===== config.mk =====
export PLATFORM = sky130hd
export DESIGN_NAME = ehps_bank
export DESIGN_NICKNAME = d
export VERILOG_FILES = /design/src/ehps_pkg.sv /design/src/ehps_bank.sv /design/src/ehps_port.sv
export VERILOG_INCLUDE_DIRS = /design/src /design/src/src
export SDC_FILE = /design/constraint.sdc
export NUM_CORES = 1
export LEC_CHECK = 0
export ABC_AREA = 1
export ABC_CLOCK_PERIOD_IN_PS = 1200
export BUFFER_PORTS_ARGS = -buffer_cell sky130_fd_sc_hd__buf_4
export CAP_MARGIN = 20
export CORE_MARGIN = 2
export CORE_UTILIZATION = 50
export DETAILED_ROUTE_END_ITERATION = 6
export PLACE_DENSITY = 0.77
export SYNTH_ARGS = -nofsm -noshare
export SYNTH_HDL_FRONTEND = slang
export SYNTH_SLANG_ARGS = --single-unit

===== constraint.sdc =====
create_clock -name i_clk -period 1.2 [get_ports i_clk]
set_input_delay 0.3 -clock i_clk [delete_from_list [all_inputs] [get_ports i_clk]]
set_output_delay 0.3 -clock i_clk [all_outputs]
set_load 0.05 [all_outputs]

===== src/ehps_regs.svh =====
// Offsets, field positions, port count and reset values for the routing and port registers
// Contract
// - Routing bit zero hands every root port to a classic companion controller.
// - Routing bit one routes every root port whose owner bit is clear to the high-speed controller.
// - Port registers live in the auxiliary power domain and survive main power loss.
// - Port registers reset only on auxiliary power-up or host controller reset.
// - After reset each port shows no device attached and disabled.
// - Without port power set, port state changes are ignored; software sets power first (code still reports connect, overcurrent and line state changes).
// - Four port registers, ports 1 to 4, consecutive words from offset 64h.
// - Set wake enables make overcurrent, detach or attach events wake-up events.
// - Test field decodes none, J, K, SE0_NAK, packet, force enable; rest reserved.
// - Indicator field writes are ignored when indicator support is not reported.
`ifndef EHPS_REGS_SVH
`define EHPS_REGS_SVH
`define EHPS_OFS_ROUTE       8'h60
`define EHPS_OFS_PORT0       8'h64
`define EHPS_NUM_PORTS       4
`define EHPS_BIT_ROUTE       0
`define EHPS_BIT_WK_OC       22
`define EHPS_BIT_WK_DET      21
`define EHPS_BIT_WK_ATT      20
`define EHPS_PTC_HI          19
`define EHPS_PTC_LO          16
`define EHPS_PIC_HI          15
`define EHPS_PIC_LO          14
`define EHPS_BIT_OWNER       13
`define EHPS_BIT_POWER       12
`define EHPS_LS_HI           11
`define EHPS_LS_LO           10
`define EHPS_BIT_RESET       8
`define EHPS_BIT_PORT_SUSPEND_BIT        7
`define EHPS_BIT_FRES        6
`define EHPS_BIT_OCC         5
`define EHPS_BIT_OCA         4
`define EHPS_BIT_ENC         3
`define EHPS_BIT_EN          2
`define EHPS_BIT_CONC        1
`define EHPS_BIT_CON         0
`define EHPS_PORT_RESET_VAL  32'h0000_2000
`define EHPS_ROUTE_RESET_VAL 32'h0000_0000
`endif


===== src/ehps_pkg.sv =====
// Types shared by the routing and port register bank
package ehps_pkg;
  typedef enum logic [6:0] {
    EHPS_TEST_NONE   = 7'b0000001,
    EHPS_TEST_J      = 7'b0000010,
    EHPS_TEST_K      = 7'b0000100,
    EHPS_TEST_SE0NAK = 7'b0001000,
    EHPS_TEST_PACKET = 7'b0010000,
    EHPS_TEST_FORCE  = 7'b0100000,
    EHPS_TEST_RSVD   = 7'b1000000
  } ehps_test_t;
endpackage


===== src/ehps_bank.sv =====
// Route ownership register and four root port registers
`timescale 1ns/1ps
`include "ehps_regs.svh"
module ehps_bank
  import ehps_pkg::*;
(
  input  wire logic        i_clk,
  input  wire logic        i_resetn,
  input  wire logic        i_wr,
  input  wire logic        i_rd,
  input  wire logic [7:0]  i_addr,
  input  wire logic [31:0] i_wdata,
  input  wire logic        i_ind_supported,
  input  wire logic [3:0]  i_connect,
  input  wire logic [3:0]  i_overcurrent,
  input  wire logic [7:0]  i_line_state,
  output logic      [31:0] o_rdata,
  output logic      [3:0]  o_route_highspeed,
  output logic      [3:0]  o_wake,
  output logic      [27:0] o_test
);
  logic       route_r;
  logic       route_nxt;
  logic [31:0] rdata_r;
  logic [31:0] rdata_nxt;
  logic [3:0] con_s1_r;
  logic [3:0] con_s2_r;
  logic [3:0] oc_s1_r;
  logic [3:0] oc_s2_r;
  logic [7:0] ls_s1_r;
  logic [7:0] ls_s2_r;
  logic [31:0] port_rdata [0:`EHPS_NUM_PORTS-1];
  logic [3:0] port_owner;

  always_ff @(posedge i_clk or negedge i_resetn) begin
    if (!i_resetn) begin
      con_s1_r <= 4'h0;
      con_s2_r <= 4'h0;
      oc_s1_r  <= 4'h0;
      oc_s2_r  <= 4'h0;
      ls_s1_r  <= 8'h00;
      ls_s2_r  <= 8'h00;
    end else begin
      con_s1_r <= i_connect;
      con_s2_r <= con_s1_r;
      oc_s1_r  <= i_overcurrent;
      oc_s2_r  <= oc_s1_r;
      ls_s1_r  <= i_line_state;
      ls_s2_r  <= ls_s1_r;
    end
  end

  always_comb begin
    route_nxt = route_r;
    if (i_wr && i_addr == `EHPS_OFS_ROUTE)
      route_nxt = i_wdata[`EHPS_BIT_ROUTE];
    rdata_nxt = 32'h0000_0000;
    if (i_rd) begin
      if (i_addr == `EHPS_OFS_ROUTE)
        rdata_nxt = {31'h0000_0000, route_r};
      for (int k = 0; k < `EHPS_NUM_PORTS; k++) begin
        if (i_addr == `EHPS_OFS_PORT0 + 8'(4 * k))
          rdata_nxt = port_rdata[k];
      end
    end
  end

  always_ff @(posedge i_clk or negedge i_resetn) begin
    if (!i_resetn) begin
      route_r <= 1'b0;
      rdata_r <= 32'h0000_0000;
    end else begin
      route_r <= route_nxt;
      rdata_r <= rdata_nxt;
    end
  end

  genvar g;
  generate
    for (g = 0; g < `EHPS_NUM_PORTS; g++) begin : gen_port
      ehps_port u_port (
        .i_clk           (i_clk),
        .i_resetn        (i_resetn),
        .i_wr            (i_wr && i_addr == `EHPS_OFS_PORT0 + 8'(4 * g)),
        .i_wdata         (i_wdata),
        .i_ind_supported (i_ind_supported),
        .i_connect       (con_s2_r[g]),
        .i_overcurrent   (oc_s2_r[g]),
        .i_line_state    (ls_s2_r[2*g+1:2*g]),
        .i_route_rise    (route_nxt & ~route_r),
        .o_rdata         (port_rdata[g]),
        .o_wake          (o_wake[g]),
        .o_test          (o_test[7*g+6:7*g])
      );
      assign port_owner[g] = port_rdata[g][`EHPS_BIT_OWNER];
      // Owner bit hands a port back to the classic side
      assign o_route_highspeed[g] = route_r & ~port_owner[g];
    end
  endgenerate

  assign o_rdata = rdata_r;
endmodule


===== src/ehps_port.sv =====
// One root port status and control register
`timescale 1ns/1ps
`include "ehps_regs.svh"
module ehps_port
  import ehps_pkg::*;
(
  input  wire logic        i_clk,
  input  wire logic        i_resetn,
  input  wire logic        i_wr,
  input  wire logic [31:0] i_wdata,
  input  wire logic        i_ind_supported,
  input  wire logic        i_connect,
  input  wire logic        i_overcurrent,
  input  wire logic [1:0]  i_line_state,
  input  wire logic        i_route_rise,
  output logic      [31:0] o_rdata,
  output logic             o_wake,
  output ehps_test_t       o_test
);
  logic [31:0] reg_r;
  logic [31:0] reg_nxt;
  logic        con_d_r;
  logic        oc_d_r;
  logic        con_rise;
  logic        con_fall;
  logic        oc_rise;

  assign con_rise = i_connect & ~con_d_r;
  assign con_fall = ~i_connect & con_d_r;
  assign oc_rise  = i_overcurrent & ~oc_d_r;

  always_comb begin
    reg_nxt = reg_r;
    reg_nxt[31:23] = 9'h000;
    reg_nxt[9] = 1'b0;
    if (i_wr) begin
      reg_nxt[`EHPS_BIT_POWER] = i_wdata[`EHPS_BIT_POWER];
      reg_nxt[`EHPS_BIT_WK_OC:`EHPS_BIT_WK_ATT] = i_wdata[`EHPS_BIT_WK_OC:`EHPS_BIT_WK_ATT];
      if (reg_r[`EHPS_BIT_POWER]) begin
        reg_nxt[`EHPS_PTC_HI:`EHPS_PTC_LO] = i_wdata[`EHPS_PTC_HI:`EHPS_PTC_LO];
        reg_nxt[`EHPS_BIT_OWNER] = i_wdata[`EHPS_BIT_OWNER];
        reg_nxt[`EHPS_BIT_RESET] = i_wdata[`EHPS_BIT_RESET];
        reg_nxt[`EHPS_BIT_PORT_SUSPEND_BIT]  = i_wdata[`EHPS_BIT_PORT_SUSPEND_BIT];
        reg_nxt[`EHPS_BIT_FRES]  = i_wdata[`EHPS_BIT_FRES];
        if (!i_wdata[`EHPS_BIT_EN])
          reg_nxt[`EHPS_BIT_EN] = 1'b0;
        if (i_ind_supported)
          reg_nxt[`EHPS_PIC_HI:`EHPS_PIC_LO] = i_wdata[`EHPS_PIC_HI:`EHPS_PIC_LO];
      end
      if (i_wdata[`EHPS_BIT_OCC])  reg_nxt[`EHPS_BIT_OCC]  = 1'b0;
      if (i_wdata[`EHPS_BIT_ENC])  reg_nxt[`EHPS_BIT_ENC]  = 1'b0;
      if (i_wdata[`EHPS_BIT_CONC]) reg_nxt[`EHPS_BIT_CONC] = 1'b0;
    end
    // Routing bit set: port defaults to the high-speed side
    if (i_route_rise) reg_nxt[`EHPS_BIT_OWNER] = 1'b0;
    // Hardware events win over a clearing write
    reg_nxt[`EHPS_BIT_CON] = i_connect;
    reg_nxt[`EHPS_BIT_OCA] = i_overcurrent;
    reg_nxt[`EHPS_LS_HI:`EHPS_LS_LO] = i_line_state;
    if (con_rise | con_fall) reg_nxt[`EHPS_BIT_CONC] = 1'b1;
    if (oc_rise) reg_nxt[`EHPS_BIT_OCC] = 1'b1;
    if (con_fall | oc_rise) begin
      if (reg_r[`EHPS_BIT_EN]) reg_nxt[`EHPS_BIT_ENC] = 1'b1;
      reg_nxt[`EHPS_BIT_EN] = 1'b0;
    end
    if (reg_r[`EHPS_BIT_RESET] && !reg_nxt[`EHPS_BIT_RESET] && i_connect)
      reg_nxt[`EHPS_BIT_EN] = 1'b1;
  end

  // Auxiliary well: cleared only by aux power-up or controller reset
  always_ff @(posedge i_clk or negedge i_resetn) begin
    if (!i_resetn) begin
      reg_r   <= `EHPS_PORT_RESET_VAL;
      con_d_r <= 1'b0;
      oc_d_r  <= 1'b0;
    end else begin
      reg_r   <= reg_nxt;
      con_d_r <= i_connect;
      oc_d_r  <= i_overcurrent;
    end
  end

  always_comb begin
    case (reg_r[`EHPS_PTC_HI:`EHPS_PTC_LO])
      4'h0:    o_test = EHPS_TEST_NONE;
      4'h1:    o_test = EHPS_TEST_J;
      4'h2:    o_test = EHPS_TEST_K;
      4'h3:    o_test = EHPS_TEST_SE0NAK;
      4'h4:    o_test = EHPS_TEST_PACKET;
      4'h5:    o_test = EHPS_TEST_FORCE;
      default: o_test = EHPS_TEST_RSVD;
    endcase
  end

  assign o_rdata = reg_r;
  assign o_wake  = (reg_r[`EHPS_BIT_WK_ATT] & con_rise) | (reg_r[`EHPS_BIT_WK_DET] & con_fall)
                 | (reg_r[`EHPS_BIT_WK_OC] & oc_rise);
endmodule


==> out/metrics.cfg <==
[run_status]
outcome = complete, but fails checks
violations = setup timing

[critical_path]
slowest_delay_ns = 0.46
rr_worst_depth = 5
crit_arrival_ns = 1.58
slowest_stage = dfrtp_2
r2r_end = o_rdata[16]
start_kind = register
critPathKind = register to output pin
crit_path_end_kind = output pin
r2r_slack_ns = -0.21
crit_path_max_fanout = 4
r2r_start = gen_port[2].u_port.o_rdata[16]
crit_path_start = gen_port[2].u_port.o_rdata[16]
crit_chain = clkinvlp_4, nor3_4, buf_6
worstPathRequired_ns = 0.90

[power]
swShare_pct = 24.9
power.switching_w = 0.00282
powerDensity_nw_per_um2 = 1120
clockPowerShare_pct = 46.5
power_frac_seq_pct = 44.5
irDropWorstVdd_mv = 0.897
leakage_nw = 4.90
finalPower_w = 0.0113
combPwrFrac_pct = 9.0
p_int_w = 0.00850

[synthesis]
netlist.area_leader.share_pct = 54.8
synth_edf_count = 0
synth_cell_types = 32
syn_inst = 731
syn_area_per_cell_um2 = 8.68
async_flop_share_pct = 100
yosys_warnings = 0
ys_top_cells_by_count = nand2_1, dfrtp_1, inv_1
synth_seq_area_share_pct = 56.5
ys_ff_latch = 143
yosysMostFrequentCell = nand2_1
synth_top_cell_by_area = dfrtp_1
ys.flop_type = dfrtp_1
synth.cell_area_um2 = 6350
yosys-top-cells-area = dfrtp_1, nand2_1, inv_1

[die]
num_rows = 41
initial_core_util_pct = 50.7
die-area_um2 = 13600
die_w_um = 117
fp.dieH_um = 117
core_area_um2 = 12500
io_pins = 129

[grt]
grt_pass1_vias = 6067
grt_usage_pct = 28.8
antenna_found_initial = 0
grt_pass1_wl_um = 29900
grt.overflow.total = 0
grt_max_degree = 35

[timing]
tns_ns = -19.09
hold_violations = 0
clock.fmax_mhz = 532
setup_ws_ns = -0.679
fin_crit_ns = 1.88
finalMaxSlewViolations = 0
finalCritPeriodShare_pct = 157
setup_viol = 61
rsz0062_at_grt = yes
fin_skew_ns = 0.00469

[finish]
post-route-util_pct = 80.6
multi_input_area_um2 = 2940
area_delta_synth_final_pct = 59.0
nFillCells = 748
regArea_um2 = 3600
drive_gt1_share_pct = 41.5
insertedDiodeCount = 0
nets = 1036
fin_area_um2 = 10100

[min_path]
hold_end = gen_port[1].u_port.o_rdata[22]
min_path_type = primary input to register
hp-start = i_wdata[22]
whs_path_depth = 3

[place]
place_ws_ns = -0.457
hpwlAfterDp_um = 12900
port_buffers = 105
place_area_um2 = 8530
gp_congestion = 0.899

[drt]
dr.pass1.iters = 5
ant_nets = 0
routed_wirelength_um = 20500
vias = 6192
via_per_inst = 5.38
post-route-drc-count = 0
drt_iter0_drc = 578
wl_per_cell_um = 17.8

[clock_network]
htree_levels = 4
clock_latency_ns = 0.41
cts_sinks = 143
tritoncts = done
root_buffer = clkbuf_16
clockBufferDepth = 2
clkSlewWorstSetupHoldPaths_ns = 0.06
cts_made_buffers = 17

[flow_run]
maxCapViolCount = 0

critical path, delay by kind of cell (launching register included):
| family | cells | cell delay (ns) |
|---|---|---|
| buffers and inverters | 2 | 0.43 |
| and+or+nand+nor | 1 | 0.27 |
| DFF | 1 | 0.46 |
stage by stage:
step / hold slack [ns] / std cells
3_5_place_dp: 0.221 / 1076
4_1_cts: 0.0962 / 1136
6_report: 0.107 / 1152
2_1_floorplan: 0.00441 / 740
5_1_grt: 0.121 / 1152
3_3_place_gp: 0.219 / 1076
layer usage:
| metal | track usage (%) | part of all wire, % | vias to the layer above |
|---|---|---|---|
| li1 | - | - | 2776 |
| met1 | 38.4 | 38 | 2983 |
| met2 | 48.2 | 51 | 368 |
| met3 | 5.40 | 7.8 | 65 |
| met4 | 9.49 | 2.8 | 0 |
| met5 | 0 | 0 | - |
layout by cell type (no fill, tap or decap), types with 3 or more instances in the layout:
cell type / instances
nand2_1: 194
buf_4: 141
dfrtp_1: 127
buf_6: 72
inv_1: 53
o21ai_1: 44
nor2_1: 39
nand3_1: 35
o21ai_0: 34
clkbuf_16: 18
dlygate4sd3_1: 17
nor3_4: 16
nor2_4: 14
dfrtp_2: 12
inv_2: 10
inv_4: 10
nand2_4: 10
a21oi_1: 10
nand2_2: 10
conb_1: 10
buf_8: 9
nor4_4: 8
o21ai_2: 7
nand4_1: 7
buf_12: 7
inv_6: 6
o21ai_4: 6
nand3_2: 6
ha_2: 6
clkinvlp_4: 5
nor2_2: 5
dfstp_2: 4
clkinv_4: 3
nand2_8: 3
area by class of cell:
cell class | instances | area share [%]
clock buffer | 18 | 4.35
clock inverter | 14 | 1.55
inverter | 81 | 3.96
multi-input combinational | 477 | 29.1
sequential | 143 | 35.7
tap | 172 | 2.13
timing repair buffer | 247 | 23.2
cell families (layout without fill, tap and decap cells):
logic type,after synthesis,after routing,share of synthesized area [%]
AO/OA/AOI/OAI,102,102,8.52
AND/OR/NAND/NOR,356,356,24.7
other,1,10,0.0591
adder cells (fa/ha/maj),8,8,1.58
flip-flops,143,143,56.5
multiplexers,1,1,0.158
buffers and inverters,120,360,8.48
what timing repair did:
| item | CTS | global route |
|---|---|---|
| pin swaps | 26 | 24 |
| endpoints found under the hold margin | 42 | 0 |
| gates resized for setup | 93 | 69 |
| setup endpoints to repair | 70 | 93 |
| gates cloned | 0 | 1 |
| hold buffers | 17 | 0 |
| setup buffers | 12 | 17 |
power by group through the flow:
stage	logic, W	clock network [W]	registers [W]
final	0.00102	0.00526	0.00503
after global routing	0.00109	0.00555	0.00504
after CTS	0.000943	0.00531	0.00502
after detailed placement	0.000847	0	0.00511
after global placement	0.000825	0	0.00510
after floorplan	0.000413	0	0.00510
sequential cells by signal (all words and copies together), names as in the netlist, 4 cells and up:
signal                   flops
gen_port.u_port.o_rdata     88
oc_s1_r                      4
con_s2_r                     4
con_s1_r                     4
oc_s2_r                      4
o_rdata                     22
ls_s1_r                      8
ls_s2_r                      8
worst max-delay path by stage:
stage | to | slack [ns] | cells past startpoint
3_3_place_gp | o_rdata[8] | -0.42 | 9
2_1_floorplan | o_test[18] | -0.26 | 1
6_report | o_test[15] | -0.68 | 3
3_5_place_dp | gen_port[2].u_port.o_rdata[5] | -0.46 | 7
4_1_cts | o_wake[1] | -0.57 | 5
5_1_grt | o_test[15] | -0.71 | 3
Note: power is estimated with default switching activity, not from simulation.
